### src/sfic_pkg.sv
// Summary of operation
// - Status flags register at address 0x0a
// - Software writes never touch power-down, timeout
// - Timeout flag: clear on power-up/clear/halt
// - Power-down flag: set halt, clear power-up/clear
// - Carry from add, no-borrow, rotate
// - Half carry from low nibble
// - Zero flag when result is zero
// - Overflow when carry into/out of MSB differ
// - Status bits seven and six read zero
// - Only program counter pushed, no status save
// - Interrupt control at 0x0b, enables, zeros
// - Service clears global enable, pending still latch
// - Acknowledge only while stack not full
// - External pending set on pin falling edge
// - External service vectors 0x04, clears flags
// - Timer overflow pending, vector 0x08
// - Return-from-irq sets global enable, return keeps
// - Nesting allowed when software re-enables
// - Requests serviced on next phase two pulse
// - External wins over timer when simultaneous
// - Pending holds until serviced or cleared
// - Both sources wake the halted processor
// - Return stack has four levels
// - Already-pending flag before halt never wakes
package sfic_pkg;
    localparam logic [7:0] STATUS_ADDR = 8'h0a;
    localparam logic [7:0] INTCTL_ADDR = 8'h0b;
    localparam int CARRY_BIT = 0;
    localparam int HCARRY_BIT = 1;
    localparam int ZERO_BIT = 2;
    localparam int OVF_BIT = 3;
    localparam int PDOWN_BIT = 4;
    localparam int WDTO_BIT = 5;
    localparam int GIE_BIT = 0;
    localparam int EIE_BIT = 1;
    localparam int TIE_BIT = 2;
    localparam int EPEND_BIT = 4;
    localparam int TPEND_BIT = 5;
    localparam logic [7:0] STATUS_WMASK = 8'h0f;
    localparam logic [7:0] STATUS_RMASK = 8'h3f;
    localparam logic [7:0] INTCTL_RMASK = 8'h37;
    localparam logic [7:0] STATUS_RESET = 8'h00;
    localparam logic [7:0] INTCTL_RESET = 8'h00;
    localparam logic [10:0] EXT_VECTOR = 11'h004;
    localparam logic [10:0] TMR_VECTOR = 11'h008;
    localparam int STACK_LEVELS = 4;
    typedef enum logic [2:0] {
        SFIC_ALU_NONE,
        SFIC_ALU_ADD,
        SFIC_ALU_SUB,
        SFIC_ALU_LOGIC,
        SFIC_ALU_ROTC
    } sfic_alu_op_t;
endpackage : sfic_pkg

### src/sfic_alu_flags.sv
// Flag computation for one ALU operation
module sfic_alu_flags
    import sfic_pkg::*;
(
    // Operation
    input wire sfic_alu_op_t op_i,
    input wire logic [7:0] a_i,
    input wire logic [7:0] b_i,
    input wire logic carry_in_i,
    input wire logic [7:0] result_i,
    input wire logic rot_carry_i,
    // Flags
    output logic update_o,
    output logic [3:0] flags_o
);
    wire logic [7:0] b_eff = (op_i == SFIC_ALU_SUB) ? ~b_i : b_i;
    wire logic [4:0] low_sum = {1'b0, a_i[3:0]} + {1'b0, b_eff[3:0]} + {4'h0, carry_in_i};
    wire logic [7:0] low7_sum = {1'b0, a_i[6:0]} + {1'b0, b_eff[6:0]} + {7'h00, carry_in_i};
    wire logic [8:0] full_sum = {1'b0, a_i} + {1'b0, b_eff} + {8'h00, carry_in_i};
    wire logic arith = (op_i == SFIC_ALU_ADD) || (op_i == SFIC_ALU_SUB);
    // Subtract is a + ~b + carry, so carry out means no borrow
    wire logic carry_new = arith ? full_sum[8] : rot_carry_i;
    wire logic hcarry_new = low_sum[4];
    wire logic zero_new = (result_i == 8'h00);
    wire logic ovf_new = low7_sum[7] ^ full_sum[8];
    // Every op except none updates all four flags, logic ops and rotates included
    assign update_o = (op_i != SFIC_ALU_NONE);
    assign flags_o = {ovf_new, zero_new, hcarry_new, carry_new};
endmodule : sfic_alu_flags

### src/sfic_status_irq.sv
// Status flags and interrupt controller
module sfic_status_irq
    import sfic_pkg::*;
(
    // Clock and reset
    input wire logic clock_i,
    input wire logic rst_i,
    // Data memory access
    input wire logic [7:0] addr_i,
    input wire logic wr_i,
    input wire logic [7:0] wdata_i,
    output logic [7:0] rdata_o,
    // ALU results
    input wire sfic_alu_op_t alu_op_i,
    input wire logic [7:0] alu_a_i,
    input wire logic [7:0] alu_b_i,
    input wire logic alu_cin_i,
    input wire logic [7:0] alu_result_i,
    input wire logic alu_rot_carry_i,
    // Core events
    input wire logic phase_two_pulse_i,
    input wire logic watchdog_clear_op_i,
    input wire logic halt_op_i,
    input wire logic watchdog_timeout_i,
    input wire logic return_op_i,
    input wire logic return_from_irq_op_i,
    input wire logic [2:0] stack_depth_i,
    input wire logic halted_i,
    // Interrupt sources
    input wire logic ext_irq_pin_i,
    input wire logic timer_overflow_i,
    // Interrupt answer
    output logic irq_ack_o,
    output logic [10:0] irq_vector_o,
    output logic wake_o
);
    logic [3:0] arith_flags;
    logic power_down_flag;
    logic watchdog_timeout_flag;
    logic global_irq_enable;
    logic ext_irq_enable;
    logic timer_irq_enable;
    logic ext_irq_pending;
    logic timer_irq_pending;
    logic pin_meta;
    logic pin_sync;
    logic pin_prev;
    logic ext_wake_block;
    logic tmr_wake_block;
    logic halted_prev;
    logic [10:0] vector_q;
    logic ack_q;
    logic alu_update;
    logic [3:0] alu_flags;

    sfic_alu_flags u_flags (
        .op_i(alu_op_i),
        .a_i(alu_a_i),
        .b_i(alu_b_i),
        .carry_in_i(alu_cin_i),
        .result_i(alu_result_i),
        .rot_carry_i(alu_rot_carry_i),
        .update_o(alu_update),
        .flags_o(alu_flags)
    );

    // Address decode
    wire logic status_sel = (addr_i == STATUS_ADDR);
    wire logic intctl_sel = (addr_i == INTCTL_ADDR);
    wire logic status_wr = wr_i && status_sel;
    wire logic intctl_wr = wr_i && intctl_sel;

    // Read views; upper bits and unused bits are absent
    wire logic [7:0] status_view = {2'b00, watchdog_timeout_flag, power_down_flag,
                                    arith_flags};
    wire logic [7:0] intctl_view = {2'b00, timer_irq_pending, ext_irq_pending, 1'b0,
                                    timer_irq_enable, ext_irq_enable,
                                    global_irq_enable};

    // Stack full gates every acknowledge; full means all four levels used
    wire logic stack_full = (stack_depth_i >= 3'(STACK_LEVELS));
    wire logic fall_edge = pin_prev && !pin_sync;
    wire logic ext_fire = global_irq_enable && ext_irq_enable && ext_irq_pending;
    wire logic tmr_fire = global_irq_enable && timer_irq_enable && timer_irq_pending;
    // Serviced only on the phase two pulse after the request latched
    wire logic take = phase_two_pulse_i && !stack_full && (ext_fire || tmr_fire);
    wire logic take_ext = take && ext_fire;
    wire logic take_tmr = take && !ext_fire;

    // Halt entry snapshots already-pending flags to disable their wake-up
    wire logic halt_entry = halted_i && !halted_prev;
    wire logic ext_wake = ext_irq_pending && !ext_wake_block;
    wire logic tmr_wake = timer_irq_pending && !tmr_wake_block;

    // Pin synchroniser; first stage feeds only the second
    always_ff @(posedge clock_i or posedge rst_i) begin
        if (rst_i) begin
            pin_meta <= 1'b1;
            pin_sync <= 1'b1;
            pin_prev <= 1'b1;
        end else begin
            pin_meta <= ext_irq_pin_i;
            pin_sync <= pin_meta;
            pin_prev <= pin_sync;
        end
    end

    // Arithmetic flags: ALU result has priority over a software write
    always_ff @(posedge clock_i or posedge rst_i) begin
        if (rst_i) begin
            arith_flags <= STATUS_RESET[3:0];
        end else if (alu_update) begin
            arith_flags <= alu_flags;
        end else if (status_wr) begin
            arith_flags <= wdata_i[3:0] & STATUS_WMASK[3:0];
        end
    end

    // Power-down and timeout ignore writes; only core events move them
    always_ff @(posedge clock_i or posedge rst_i) begin
        if (rst_i) begin
            power_down_flag <= STATUS_RESET[PDOWN_BIT];
            watchdog_timeout_flag <= STATUS_RESET[WDTO_BIT];
        end else begin
            if (watchdog_clear_op_i) begin
                power_down_flag <= 1'b0;
            end else if (halt_op_i) begin
                power_down_flag <= 1'b1;
            end
            // Timeout set wins so a timeout is never lost under a clear
            if (watchdog_timeout_i) begin
                watchdog_timeout_flag <= 1'b1;
            end else if (watchdog_clear_op_i || halt_op_i) begin
                watchdog_timeout_flag <= 1'b0;
            end
        end
    end

    // Enables: service clears global, return-from-irq sets it
    always_ff @(posedge clock_i or posedge rst_i) begin
        if (rst_i) begin
            global_irq_enable <= INTCTL_RESET[GIE_BIT];
            ext_irq_enable <= INTCTL_RESET[EIE_BIT];
            timer_irq_enable <= INTCTL_RESET[TIE_BIT];
        end else begin
            if (take) begin
                global_irq_enable <= 1'b0;
            end else if (return_from_irq_op_i) begin
                global_irq_enable <= 1'b1;
            end else if (intctl_wr) begin
                global_irq_enable <= wdata_i[GIE_BIT];
            end
            if (intctl_wr) begin
                ext_irq_enable <= wdata_i[EIE_BIT];
                timer_irq_enable <= wdata_i[TIE_BIT];
            end
        end
    end

    // Pending flags: hardware set beats service and software clear
    always_ff @(posedge clock_i or posedge rst_i) begin
        if (rst_i) begin
            ext_irq_pending <= INTCTL_RESET[EPEND_BIT];
            timer_irq_pending <= INTCTL_RESET[TPEND_BIT];
        end else begin
            if (fall_edge) begin
                ext_irq_pending <= 1'b1;
            end else if (take_ext) begin
                ext_irq_pending <= 1'b0;
            end else if (intctl_wr) begin
                ext_irq_pending <= wdata_i[EPEND_BIT];
            end
            if (timer_overflow_i) begin
                timer_irq_pending <= 1'b1;
            end else if (take_tmr) begin
                timer_irq_pending <= 1'b0;
            end else if (intctl_wr) begin
                timer_irq_pending <= wdata_i[TPEND_BIT];
            end
        end
    end

    // Vector and acknowledge; the core pushes only its program counter
    always_ff @(posedge clock_i or posedge rst_i) begin
        if (rst_i) begin
            ack_q <= 1'b0;
            vector_q <= 11'h000;
        end else begin
            ack_q <= take;
            if (take_ext) begin
                vector_q <= EXT_VECTOR;
            end else if (take_tmr) begin
                vector_q <= TMR_VECTOR;
            end
        end
    end

    // Wake-up masking across halt entry
    always_ff @(posedge clock_i or posedge rst_i) begin
        if (rst_i) begin
            halted_prev <= 1'b0;
            ext_wake_block <= 1'b0;
            tmr_wake_block <= 1'b0;
        end else begin
            halted_prev <= halted_i;
            if (halt_entry) begin
                ext_wake_block <= ext_irq_pending;
                tmr_wake_block <= timer_irq_pending;
            end else if (!halted_i) begin
                ext_wake_block <= 1'b0;
                tmr_wake_block <= 1'b0;
            end
        end
    end

    // Read data is registered; unmapped addresses return zero
    always_ff @(posedge clock_i or posedge rst_i) begin
        if (rst_i) begin
            rdata_o <= 8'h00;
        end else if (status_sel) begin
            rdata_o <= status_view & STATUS_RMASK;
        end else if (intctl_sel) begin
            rdata_o <= intctl_view & INTCTL_RMASK;
        end else begin
            rdata_o <= 8'h00;
        end
    end

    assign irq_ack_o = ack_q;
    assign irq_vector_o = vector_q;
    // Wake is a level; halted core leaves on either source
    assign wake_o = halted_i && halted_prev && (ext_wake || tmr_wake);
endmodule : sfic_status_irq

### config.mk
export PLATFORM = sky130hd
export DESIGN_NAME = sfic_status_irq
export DESIGN_NICKNAME = d
export VERILOG_FILES = /design/src/sfic_pkg.sv /design/src/sfic_alu_flags.sv /design/src/sfic_status_irq.sv
export SDC_FILE = /design/constraint.sdc
export NUM_CORES = 1
export LEC_CHECK = 0
export ABC_AREA = 1
export BUFFER_PORTS_ARGS = -buffer_cell sky130_fd_sc_hd__buf_2
export CAP_MARGIN = 20
export CELL_PAD_IN_SITES_DETAIL_PLACEMENT = 0
export CELL_PAD_IN_SITES_GLOBAL_PLACEMENT = 1
export CORE_MARGIN = 2
export CORE_UTILIZATION = 36
export CTS_BUF_LIST = sky130_fd_sc_hd__clkbuf_2
export CTS_CLUSTER_DIAMETER = 100
export DETAILED_ROUTE_END_ITERATION = 16
export PLACE_DENSITY = 0.95
export SLEW_MARGIN = 10
export SYNTH_ARGS = -nofsm -noshare
export SYNTH_HDL_FRONTEND = slang
export SYNTH_SLANG_ARGS = --single-unit
### constraint.sdc
create_clock -name clock_i -period 2.55 [get_ports clock_i]
set_input_delay 0.1275 -clock clock_i [delete_from_list [all_inputs] [get_ports clock_i]]
set_output_delay 0.1275 -clock clock_i [all_outputs]
set_load 0.03 [all_outputs]
==> results.md, run 1 <==
* Startpoint types: register
* Ports at just over 80
* First-pass GRT wire length at roughly 5600 µm
* Final setup vio count at 0
* Yosys warning count at 0
* Avg Vias per Cell at 4.41
* Core area at roughly 4400 µm²
* Hold Vio Cnt, Final at 0
* Initial core utilization at a little under two fifths
* Clock Sinks at 26
* CP Cell Sequence: nand4_1 > nand2_1 > nand2_1 > o211ai_2 > nand2_1 > dlygate4sd3_1
* DRC at 0
* 1st-iter DRT viols at 86
* Max VDD drop at 189 µV
* Clock root buffer: clkbuf_2
* Sequential area share after synthesis at around two fifths
* Die H at between 70 and 80 µm
* Area Growth Syn to Fin at 33.4%
* Die width at between 70 and 80 µm
* Rows at 24
* Crit end category: register
* Largest fanout on the critical path at 5
* Gr usage total at 13.6%
* RR Endpoint: timer_irq_pending
* Ant diodes at 0
* Post-synthesis compound-gate area fraction at about a tenth
* CTS max path bufs at 2
* RSZ-0062 raised after global routing: false
* Max FFs per register at 6
* Xor/xnor share of the synthesized area at approximately 4.3%
* Clk slew on worst S/H paths at between 0.2 and 0.3 ns
* Largest family of logic cells by synthesized area: simple AND/OR/NAND/NOR gates
* Hold endpoint: arith_flags[2]
* Final nets at between 300 and 400
* Synth Register Bits at 26
* Hold depth at 4
* GPL Wtd Cong at 0.744
* Area of the mapped netlist at 1630 µm²
* Flop2flop setup slack at slightly below 0.8 ns
* HPWL after DPL at 2620 µm
* Final WL at 3340 µm
* R2R cell count at 6
* H-tree level count at 1
* Clock Latency Late Sink at approximately 0.35 ns
* Final core utilization at about half
* Critical path's top delay family: simple AND/OR/NAND/NOR gates
* Via count at ~1500
* Crit-path max cell delay at roughly 0.54 ns
* Pre-CTS WS at just over 0.6 ns
* Synth Area in Simple Gates at a little over a quarter
* Post-synthesis mux area share at 0%
* Fin area at 2170 µm²
* Crit path setup slack, layout at around 0.78 ns
* Fillers at between 400 and 500
* Worst EP arrival at about 2.1 ns
* Reg-to-reg startpoint: global_irq_enable
* Final TNS setup at 0 ns
* Leakage power at roughly 1.2 nW
* Tcrit/Tclk final at 69.3%
* Min-delay worst type: input pin to register
* Most common cell after layout, fill and taps aside: buf_2
* WP data required at about 2.8 ns
* Total power at around 0.0011 W
* Fin. max-slew vios at 0
* Avg WL per Cell at slightly above 10 µm
* Gr ovfl total at 0
* CTS resizes at 0
* Top reg by flops: rdata_o
* FF+latch area at 654 µm²
* Cells after Synth at 196
* Distinct cells, synth at 33
* Die Area at between 5000 and 6000 µm²
* Min-delay src: alu_result_i[6]
* Final Skew at approximately 0.016 ns
* Power Density at just over 500 nW/µm²
* Minimum clock period at 1.77 ns
* Crit path kind: register to register
* Max_cap viols at 0
* Layout cells sized above 1 at approximately 35%
* Placed cell areas at around 2000 µm²
* CP dominant cell by count: nand2_1
* Commonest non-fill, non-tap cells in the layout: 64 x buf_2, 46 x nand2_1, 25 x inv_1
* Post-Synth Adder-Cell Area at a little over 6%
* PortBufs at 64
* Inserted Clock Buffers at 3
* Multi-input gate area at slightly above 800 µm²
* Crit-path slowest cell: dlygate4sd3_1
* Syn Area/Cell at slightly above 8 µm²
* Max Freq at ~570 MHz
* Worst Path Buf+Inv at 1
* Drt first pass iters at 6
* Largest net degree at the start of global routing at 27
* CTS tree: built
* Antenna Violating Nets Remaining at 0
* Outcome: finished clean
* Initial antenna violation count at 0
* Vias in the first global route at between 1000 and 1500
==> Yosys cell counts, drive strengths merged <==
cell / count / area share, %
nand3b: 1 / 0.46
nor2: 14 / 4.8
and3: 1 / 0.38
buf: 11 / 5.1
conb: 1 / 0.23
o21a: 1 / 0.46
a31oi: 1 / 0.77
o21ai: 6 / 2.1
o211ai: 2 / 1.5
o22ai: 6 / 2.3
nand4: 2 / 0.77
ha: 8 / 6.2
or2: 1 / 0.38
nor3: 2 / 1.3
nand3: 11 / 4.2
nand2: 52 / 14
dfstp: 3 / 4.8
a21oi: 8 / 2.7
dfrtp: 23 / 35
xnor2: 8 / 4.3
nor4: 2 / 0.77
inv: 32 / 7.5
==> routing by layer <==
layer  wire length (µm)  global-route usage (%)  vias to the layer above
li1                   -                       -                      765
met1               1490                    15.9                      624
met2               1560                    24.9                       58
met3                255                    2.11                        4
met4                 42                    5.03                        0
met5                  0                       0                        -
==> stage by stage <==
step                hold WS, ns  cells
finish                   0.0582    329
global route             0.0476    329
CTS                      0.0460    328
detailed placement        0.234    311
global placement          0.233    311
floorplan                 0.132    206
==> cell families after synthesis <==
logic type / count (synthesis)
AO/OA/AOI/OAI: 24
buffers and inverters: 43
AND/OR/NAND/NOR: 86
other: 1
adder cells (fa/ha/maj): 8
XOR/XNOR: 8
flip-flops: 26
==> report_power, final <==
group	switching, W	total (W)	internal [W]
Sequential	0.0000288	0.000494	0.000465
Combinational	0.000207	0.000354	0.000147
Clock	0.000121	0.000256	0.000135
Total	0.000357	0.00110	0.000748
==> area by class of cell <==
class                      count  share of cell area (%)
clock inverter                 1                    1.38
multi-input combinational    137                    37.1
timing repair buffer          78                    22.0
sequential                    26                    30.2
tap                           52                    3.00
clock buffer                   3                   0.692
inverter                      32                    5.65
==> how the worst max path moves through the flow <==
| stage | from | to | slack, ns | cells past startpoint |
|---|---|---|---|---|
| after floorplan | alu_op_i[2] | arith_flags[0] | 0.95 | 16 |
| after global placement | alu_op_i[2] | arith_flags[0] | 0.66 | 17 |
| after detailed placement | alu_op_i[2] | arith_flags[0] | 0.62 | 17 |
| after CTS | global_irq_enable | timer_irq_pending | 0.78 | 6 |
| after global routing | global_irq_enable | timer_irq_pending | 0.63 | 6 |
| final | global_irq_enable | timer_irq_pending | 0.78 | 6 |
==> worst register-to-register path: stages (launching register included) <==
cell and delay (ns):
dfrtp_1 0.47, nand4_1 0.26, nand2_1 0.20, nand2_1 0.09
o211ai_2 0.07, nand2_1 0.05, dlygate4sd3_1 0.54
==> repair_timing <==
item                                   CTS  global route
buffers inserted                         0             0
endpoints found under the hold margin   32             0
hold buffers                            13             0
Note: power is estimated with default switching activity, not from simulation.
==> run 2: changes to the inputs <==
Settings changed: CORE_UTILIZATION 36 to 30, PLACE_DENSITY 0.95 to 0.86.
Clock period 2.55 ns to 1.6 ns, I/O delays scaled along.
==> results.md, run 2 (synthesis gave the netlist of run 1 again) <==
* Outcome: finished clean
* Top sig layer: met4
* Die width at 77.6 µm (+9.0%)
* Via count at 1487 (+2.5%)
* Placed cell areas at 2030 µm² (+3.3%)
* Clock root buffer: clkbuf_2
* Ant diodes at 0 (unchanged)
* Die H at 77.6 µm (+9.0%)
* Core area at 5170 µm² (+19%)
* Commonest non-fill, non-tap cells in the layout: 64 x buf_2, 46 x nand2_1, 25 x inv_1
* Clock Sinks at 26 (unchanged)
* Clk slew on worst S/H paths at 0.24 ns (about the same)
* Critical path startpoint: alu_result_i[4]
* Tcrit/Tclk final at slightly above 90%
* Wl on met1 at 1550 µm (+4.3%)
* Fillers at 523 (+26%)
* Clock Latency Late Sink at 0.34 ns (about the same)
* Setup crit end: arith_flags[2]
* Rows at 26 (+8.3%)
* Initial antenna violation count at 0 (unchanged)
* Power Density at 781 nW/µm² (+54%)
* GPL Wtd Cong at 0.756 (+1.6%)
* DR WL met2 at 1740 µm (+12%)
* Drt first pass iters at 4 (-2)
* CTS max path bufs at 2 (unchanged)
* WP data required at 1.90 ns (-0.93 ns)
* Gr ovfl total at 0 (unchanged)
* CTS tree: built
* Min-delay worst type: input pin to register
* Dpl cells at 333 (+7.1%)
* Layout Cells excl Fill at 354 (+7.6%)
* WL met3 at 223 µm (-13%)
* RR Endpoint: power_down_flag
* Max FFs per register at 6 (unchanged)
* Die Area at 6030 µm² (+19%)
* PortBufs at 64 (unchanged)
* Minimum clock period at approximately 1.5 ns
* Reg-to-reg startpoint: power_down_flag
* Max VDD drop at 311 µV (+65%)
* Most common cell after layout, fill and taps aside: buf_2
* Layout cells sized above 1 at 34.9% (+0.20 points)
* Largest net degree at the start of global routing at 27 (unchanged)
* Area Growth Syn to Fin at 38.2%
* First-pass GRT wire length at 5950 µm (+6.5%)
* Max_cap viols at 0 (unchanged)
* Hold Vio Cnt, Final at 0 (unchanged)
* Min-delay src: wdata_i[3]
* Avg Vias per Cell at 4.20 (-4.8%)
* Leakage power at 1.25 nW (+3.0%)
* Antenna Violating Nets Remaining at 0 (unchanged)
* R2R cell count at 3 (-3)
* Fin. max-slew vios at 0 (unchanged)
* HPWL after DPL at 2800 µm (+7.2%)
* Fin area at 2250 µm² (+3.6%)
* Flop2flop setup slack at 0.36 ns (-0.42 ns)
* Largest fanout on the critical path at 1 (-4)
* Initial core utilization at 31.4% (-5.9 points)
* H-tree level count at 1 (unchanged)
* Avg WL per Cell at 10.1 µm (-0.89%)
* DRC at 0 (unchanged)
* Final nets at 353 (+2.0%)
* RSZ-0062 raised after global routing: false
* Final WL at 3570 µm (+6.6%)
* Gr usage total at 12.0% (-1.6 points)
* Setup repair bufs after CTS at 0 (unchanged)
* Inserted Clock Buffers at 3 (unchanged)
* Max Freq at 672 MHz
* Total power at 0.00176 W (+59%)
* Ports at 81 (unchanged)
* 1st-iter DRT viols at 59 (-31%)
* Top reg by flops: rdata_o
* Crit path kind: input pin to register
* Crit end category: register
* Worst hold slack at 0.0268 ns (-0.0315 ns)
* Worst EP arrival at 1.79 ns (-0.26 ns)
* Final Skew at 0.0133 ns (-0.00245 ns)
* Final setup vio count at 0 (unchanged)
* Vias in the first global route at 1435 (+5.3%)
* Startpoint types: input pin
* Final core utilization at 43.4% (-6.4 points)
[run 2: changes by cell type in the layout (fill, tap and decap cells not counted)]
cell,previous run,this run
dlygate4sd3_1,13,17
buf_4,0,3
buf_12,0,1
buf_16,1,0
[run 2: area by class of cell]
cell class,count,area [µm²],area share [%]
Timing Repair Buffer,85,533,23.7
Tap cell,70,87.6,3.90
Sequential cell,26,654,29.1
Inverter,32,123,5.46
Clock buffer,3,15.0,0.668
Multi-Input combinational cell,137,805,35.8
Clock inverter,1,30.0,1.34
[run 2: what timing repair did]
item / CTS / global route
resized for setup: 0 / 0
hold buffers: 15 / 2
endpoints found under the hold margin: 38 / 1
[run 2: where the power goes]
| part | internal, W | total (W) | leakage (nW) | switching, W |
|---|---|---|---|---|
| combinational | 0.000234 | 0.000566 | 0.917 | 0.000332 |
| sequential | 0.000741 | 0.000788 | 0.311 | 0.0000469 |
| clock | 0.000215 | 0.000401 | 0.0266 | 0.000186 |
[run 2: worst min-delay path by stage]
stage | end | slack [ns] | cells past startpoint
finish | arith_flags[3] | 0.03 | 5
global placement | rdata_o[4] | 0.15 | 3
detailed placement | rdata_o[5] | 0.14 | 3
floorplan | pin_meta | 0.08 | 0
global route | arith_flags[3] | 0.006 | 5
CTS | arith_flags[2] | 0.01 | 4
[run 2: metal layers]
metal | global-route usage, % | vias to the layer above
li1 | - | 780
met1 | 14.1 | 647
met2 | 21.6 | 54
met3 | 1.63 | 6
met4 | 5.00 | 0
met5 | 0 | -
[run 2: metrics by stage]
| step | setup TNS, ns | setup slack [ns] |
|---|---|---|
| after floorplan | 0 | 0.0449 |
| after global placement | -0.292 | -0.127 |
| after global routing | 0 | 0.0228 |
| final | 0 | 0.111 |
| after detailed placement | -0.472 | -0.195 |
| after CTS | 0 | 0.138 |
[run 2: critical path: stages]
cell and delay [ns]:
dlygate4sd3_1 0.54, buf_2 0.12, nor4_1 0.21, dlygate4sd3_1 0.59, nand3_1 0.09, a31oi_2 0.16
==> run 3: changes to the inputs <==
Settings changed: CORE_UTILIZATION 30 to 32, CTS_BUF_LIST sky130_fd_sc_hd__clkbuf_2 to default, PLACE_DENSITY 0.86 to 0.88.
Clock period 1.6 ns to 1.4 ns, I/O delays scaled along.
==> results.md, run 3 (synthesis gave the netlist of run 1 again) <==
* Via count at 1417 (-4.7%)
* Commonest non-fill, non-tap cells in the layout: 62 x buf_2, 43 x nand2_1, 25 x inv_1
* Power Density at 973 nW/µm² (+25%)
* Crit end category: register
* DRC at 0 (unchanged)
* Min-delay worst type: input pin to register
* Initial antenna violation count at 0 (unchanged)
* 1st-iter DRT viols at 58 (-1.7%)
* Area Growth Syn to Fin at 37.1%
* Max_cap viols at 0 (unchanged)
* Inserted Clock Buffers at 3 (unchanged)
* Flop2flop setup slack at 0.19 ns (-0.17 ns)
* Internal power at 0.00149 W (+26%)
* Die H at 75.3 µm (-3.0%)
* CTS max path bufs at 2 (unchanged)
* Layout cells sized above 1 at 39.9% (+5.0 points)
* Worst hold slack at 0.0254 ns (-0.00136 ns)
* R2R cell count at 5 (+2)
* Drt first pass iters at 4 (unchanged)
* Core area at 4820 µm² (-6.9%)
* HPWL after DPL at 2710 µm (-3.3%)
* Pre-CTS WS at -0.296 ns (-0.100 ns)
* Rows at 25 (-3.8%)
* Minimum clock period at ~1.4 ns
* Switching share of total power at 31.1% (-1.1 points)
* Max FFs per register at 6 (unchanged)
* Hold endpoint: ext_irq_enable
* Max VDD drop at 542 µV (+74%)
* Vias in the first global route at 1282 (-11%)
* Avg Vias per Cell at 4.13 (-1.7%)
* Die Area at 5670 µm² (-5.9%)
* Ports at 81 (unchanged)
* Initial core utilization at 33.8% (+2.3 points)
* FF+latch area at 654 µm² (unchanged)
* First-pass GRT wire length at 5260 µm (-12%)
* Switching power at 0.000676 W (+20%)
* Min-delay src: wdata_i[1]
* Crit path setup slack, layout at -0.00521 ns (-0.116 ns)
* Crit path kind: input pin to register
* Fin. max-slew vios at 0 (unchanged)
* Sequential Power Share at 41.2% (-3.7 points)
* Multi-input gate area at 856 µm² (+6.4%)
* Fillers at 495 (-5.4%)
* WP data required at 1.58 ns (-0.32 ns)
* CTS tree: built
* Ant diodes at 0 (unchanged)
* Clk slew on worst S/H paths at 0.09 ns (-0.15 ns)
* Gr usage total at 12.1% (+0.077 points)
* Gr ovfl total at 0 (unchanged)
* Max Freq at 712 MHz
* Clock Latency Late Sink at 0.28 ns (-0.06 ns)
* RR Endpoint: timer_irq_pending
* Hold Vio Cnt, Final at 0 (unchanged)
* Startpoint types: input pin
* Final nets at 345 (-2.3%)
* Avg WL per Cell at 9.86 µm (-2.1%)
* H-tree level count at 1 (unchanged)
* Largest fanout on the critical path at 5 (+4)
* RSZ-0062 raised after global routing: true
* Power share of the clock group at 28.7% (+5.8 points)
* Reg-to-reg startpoint: global_irq_enable
* Clock root buffer: clkbuf_8
* Worst EP arrival at 1.58 ns (-0.21 ns)
* Outcome: complete, but fails checks
* Final setup vio count at 2 (+2)
* Most common cell after layout, fill and taps aside: buf_2
* PortBufs at 64 (unchanged)
* Top reg by flops: rdata_o
* Die width at 75.3 µm (-3.0%)
* Hold depth at 3 (-2)
* Total power at 0.00217 W (+24%)
* Antenna Violating Nets Remaining at 0 (unchanged)
* GPL Wtd Cong at 0.756 (about the same)
* Clock Sinks at 26 (unchanged)
* Largest net degree at the start of global routing at 27 (unchanged)
* Final TNS setup at -0.0102 ns (-0.0102 ns)
* Violated checks: setup timing
* Final Skew at 0.00227 ns (-0.0110 ns)
* Final WL at 3380 µm (-5.1%)
* Comb pwr share at 30.0% (-2.3 points)
* Tcrit/Tclk final at 100%
* Leakage power at 1.24 nW (-1.2%)
[run 3: changes by cell type in the layout (fill, tap and decap cells not counted), moves of 3 or more]
cell / change
buf_4: +3
clkbuf_2: -3
clkbuf_8: +3
dlygate4sd3_1: -11
nand2_1: -3
nand2_2: +3
[run 3: worst max path at each step]
stage                      from        endpoint  slack (ns)  cells after the start
detailed placement  alu_op_i[2]  arith_flags[0]       -0.30                     17
global placement    alu_op_i[2]  arith_flags[0]       -0.23                     17
floorplan           alu_op_i[2]  arith_flags[0]       -0.03                     16
global route        alu_op_i[0]  arith_flags[0]       -0.14                     17
CTS                 alu_op_i[2]  arith_flags[0]       0.003                     17
finish              alu_op_i[0]  arith_flags[3]      -0.005                     13
[run 3: final cells by class]
type / count / share of cell area, %
timing repair buffer: 76 / 19.8
sequential: 26 / 29.3
clock inverter: 1 / 1.35
tap: 67 / 3.76
clock buffer: 3 / 1.85
multi-input combinational: 138 / 38.4
inverter: 32 / 5.50
[run 3: stage by stage]
| stage | instance area, µm² | utilization [%] | instances |
|---|---|---|---|
| global route | 2230 | 46.3 | 343 |
| CTS | 2160 | 44.8 | 340 |
| floorplan | 1680 | - | 206 |
| detailed placement | 2030 | 42.1 | 330 |
| finish | 2230 | 46.3 | 343 |
| global placement | 2030 | 42.1 | 330 |
[run 3: per-layer routing]
metal  part of all wire, %  up-vias  track usage [%]
met5                     0        -                0
met1                    44      594             15.2
met2                    45       53             19.8
met4                   2.0        0             5.85
met3                   8.9        5             2.38
li1                      -      765                -
[run 3: power groups by stage]
stage | sequential, W | combinational [W] | clock, W
floorplan | 0.000976 | 0.000373 | 0
global placement | 0.000910 | 0.000609 | 0
detailed placement | 0.000911 | 0.000616 | 0
CTS | 0.000896 | 0.000632 | 0.000643
global route | 0.000907 | 0.000735 | 0.000665
finish | 0.000895 | 0.000652 | 0.000623
[run 3: repair_timing]
item	4_1_cts	5_1_grt
hold buffers	6	0
setup endpoints to repair	0	3
gates resized for setup	0	13
endpoints found under the hold margin	28	0
buffers inserted	0	2
[run 3: worst max-delay path: stages]
cell	delay [ns]
buf_8	0.10
nor2_4	0.15
nand2_4	0.11
buf_4	0.15
xnor2_1	0.11
ha_1	0.29
a21oi_1	0.15
o21a_1	0.17
nand2_2	0.06
nand2_1	0.06
nand3_1	0.06
nand2_1	0.07
nand2_1	0.04
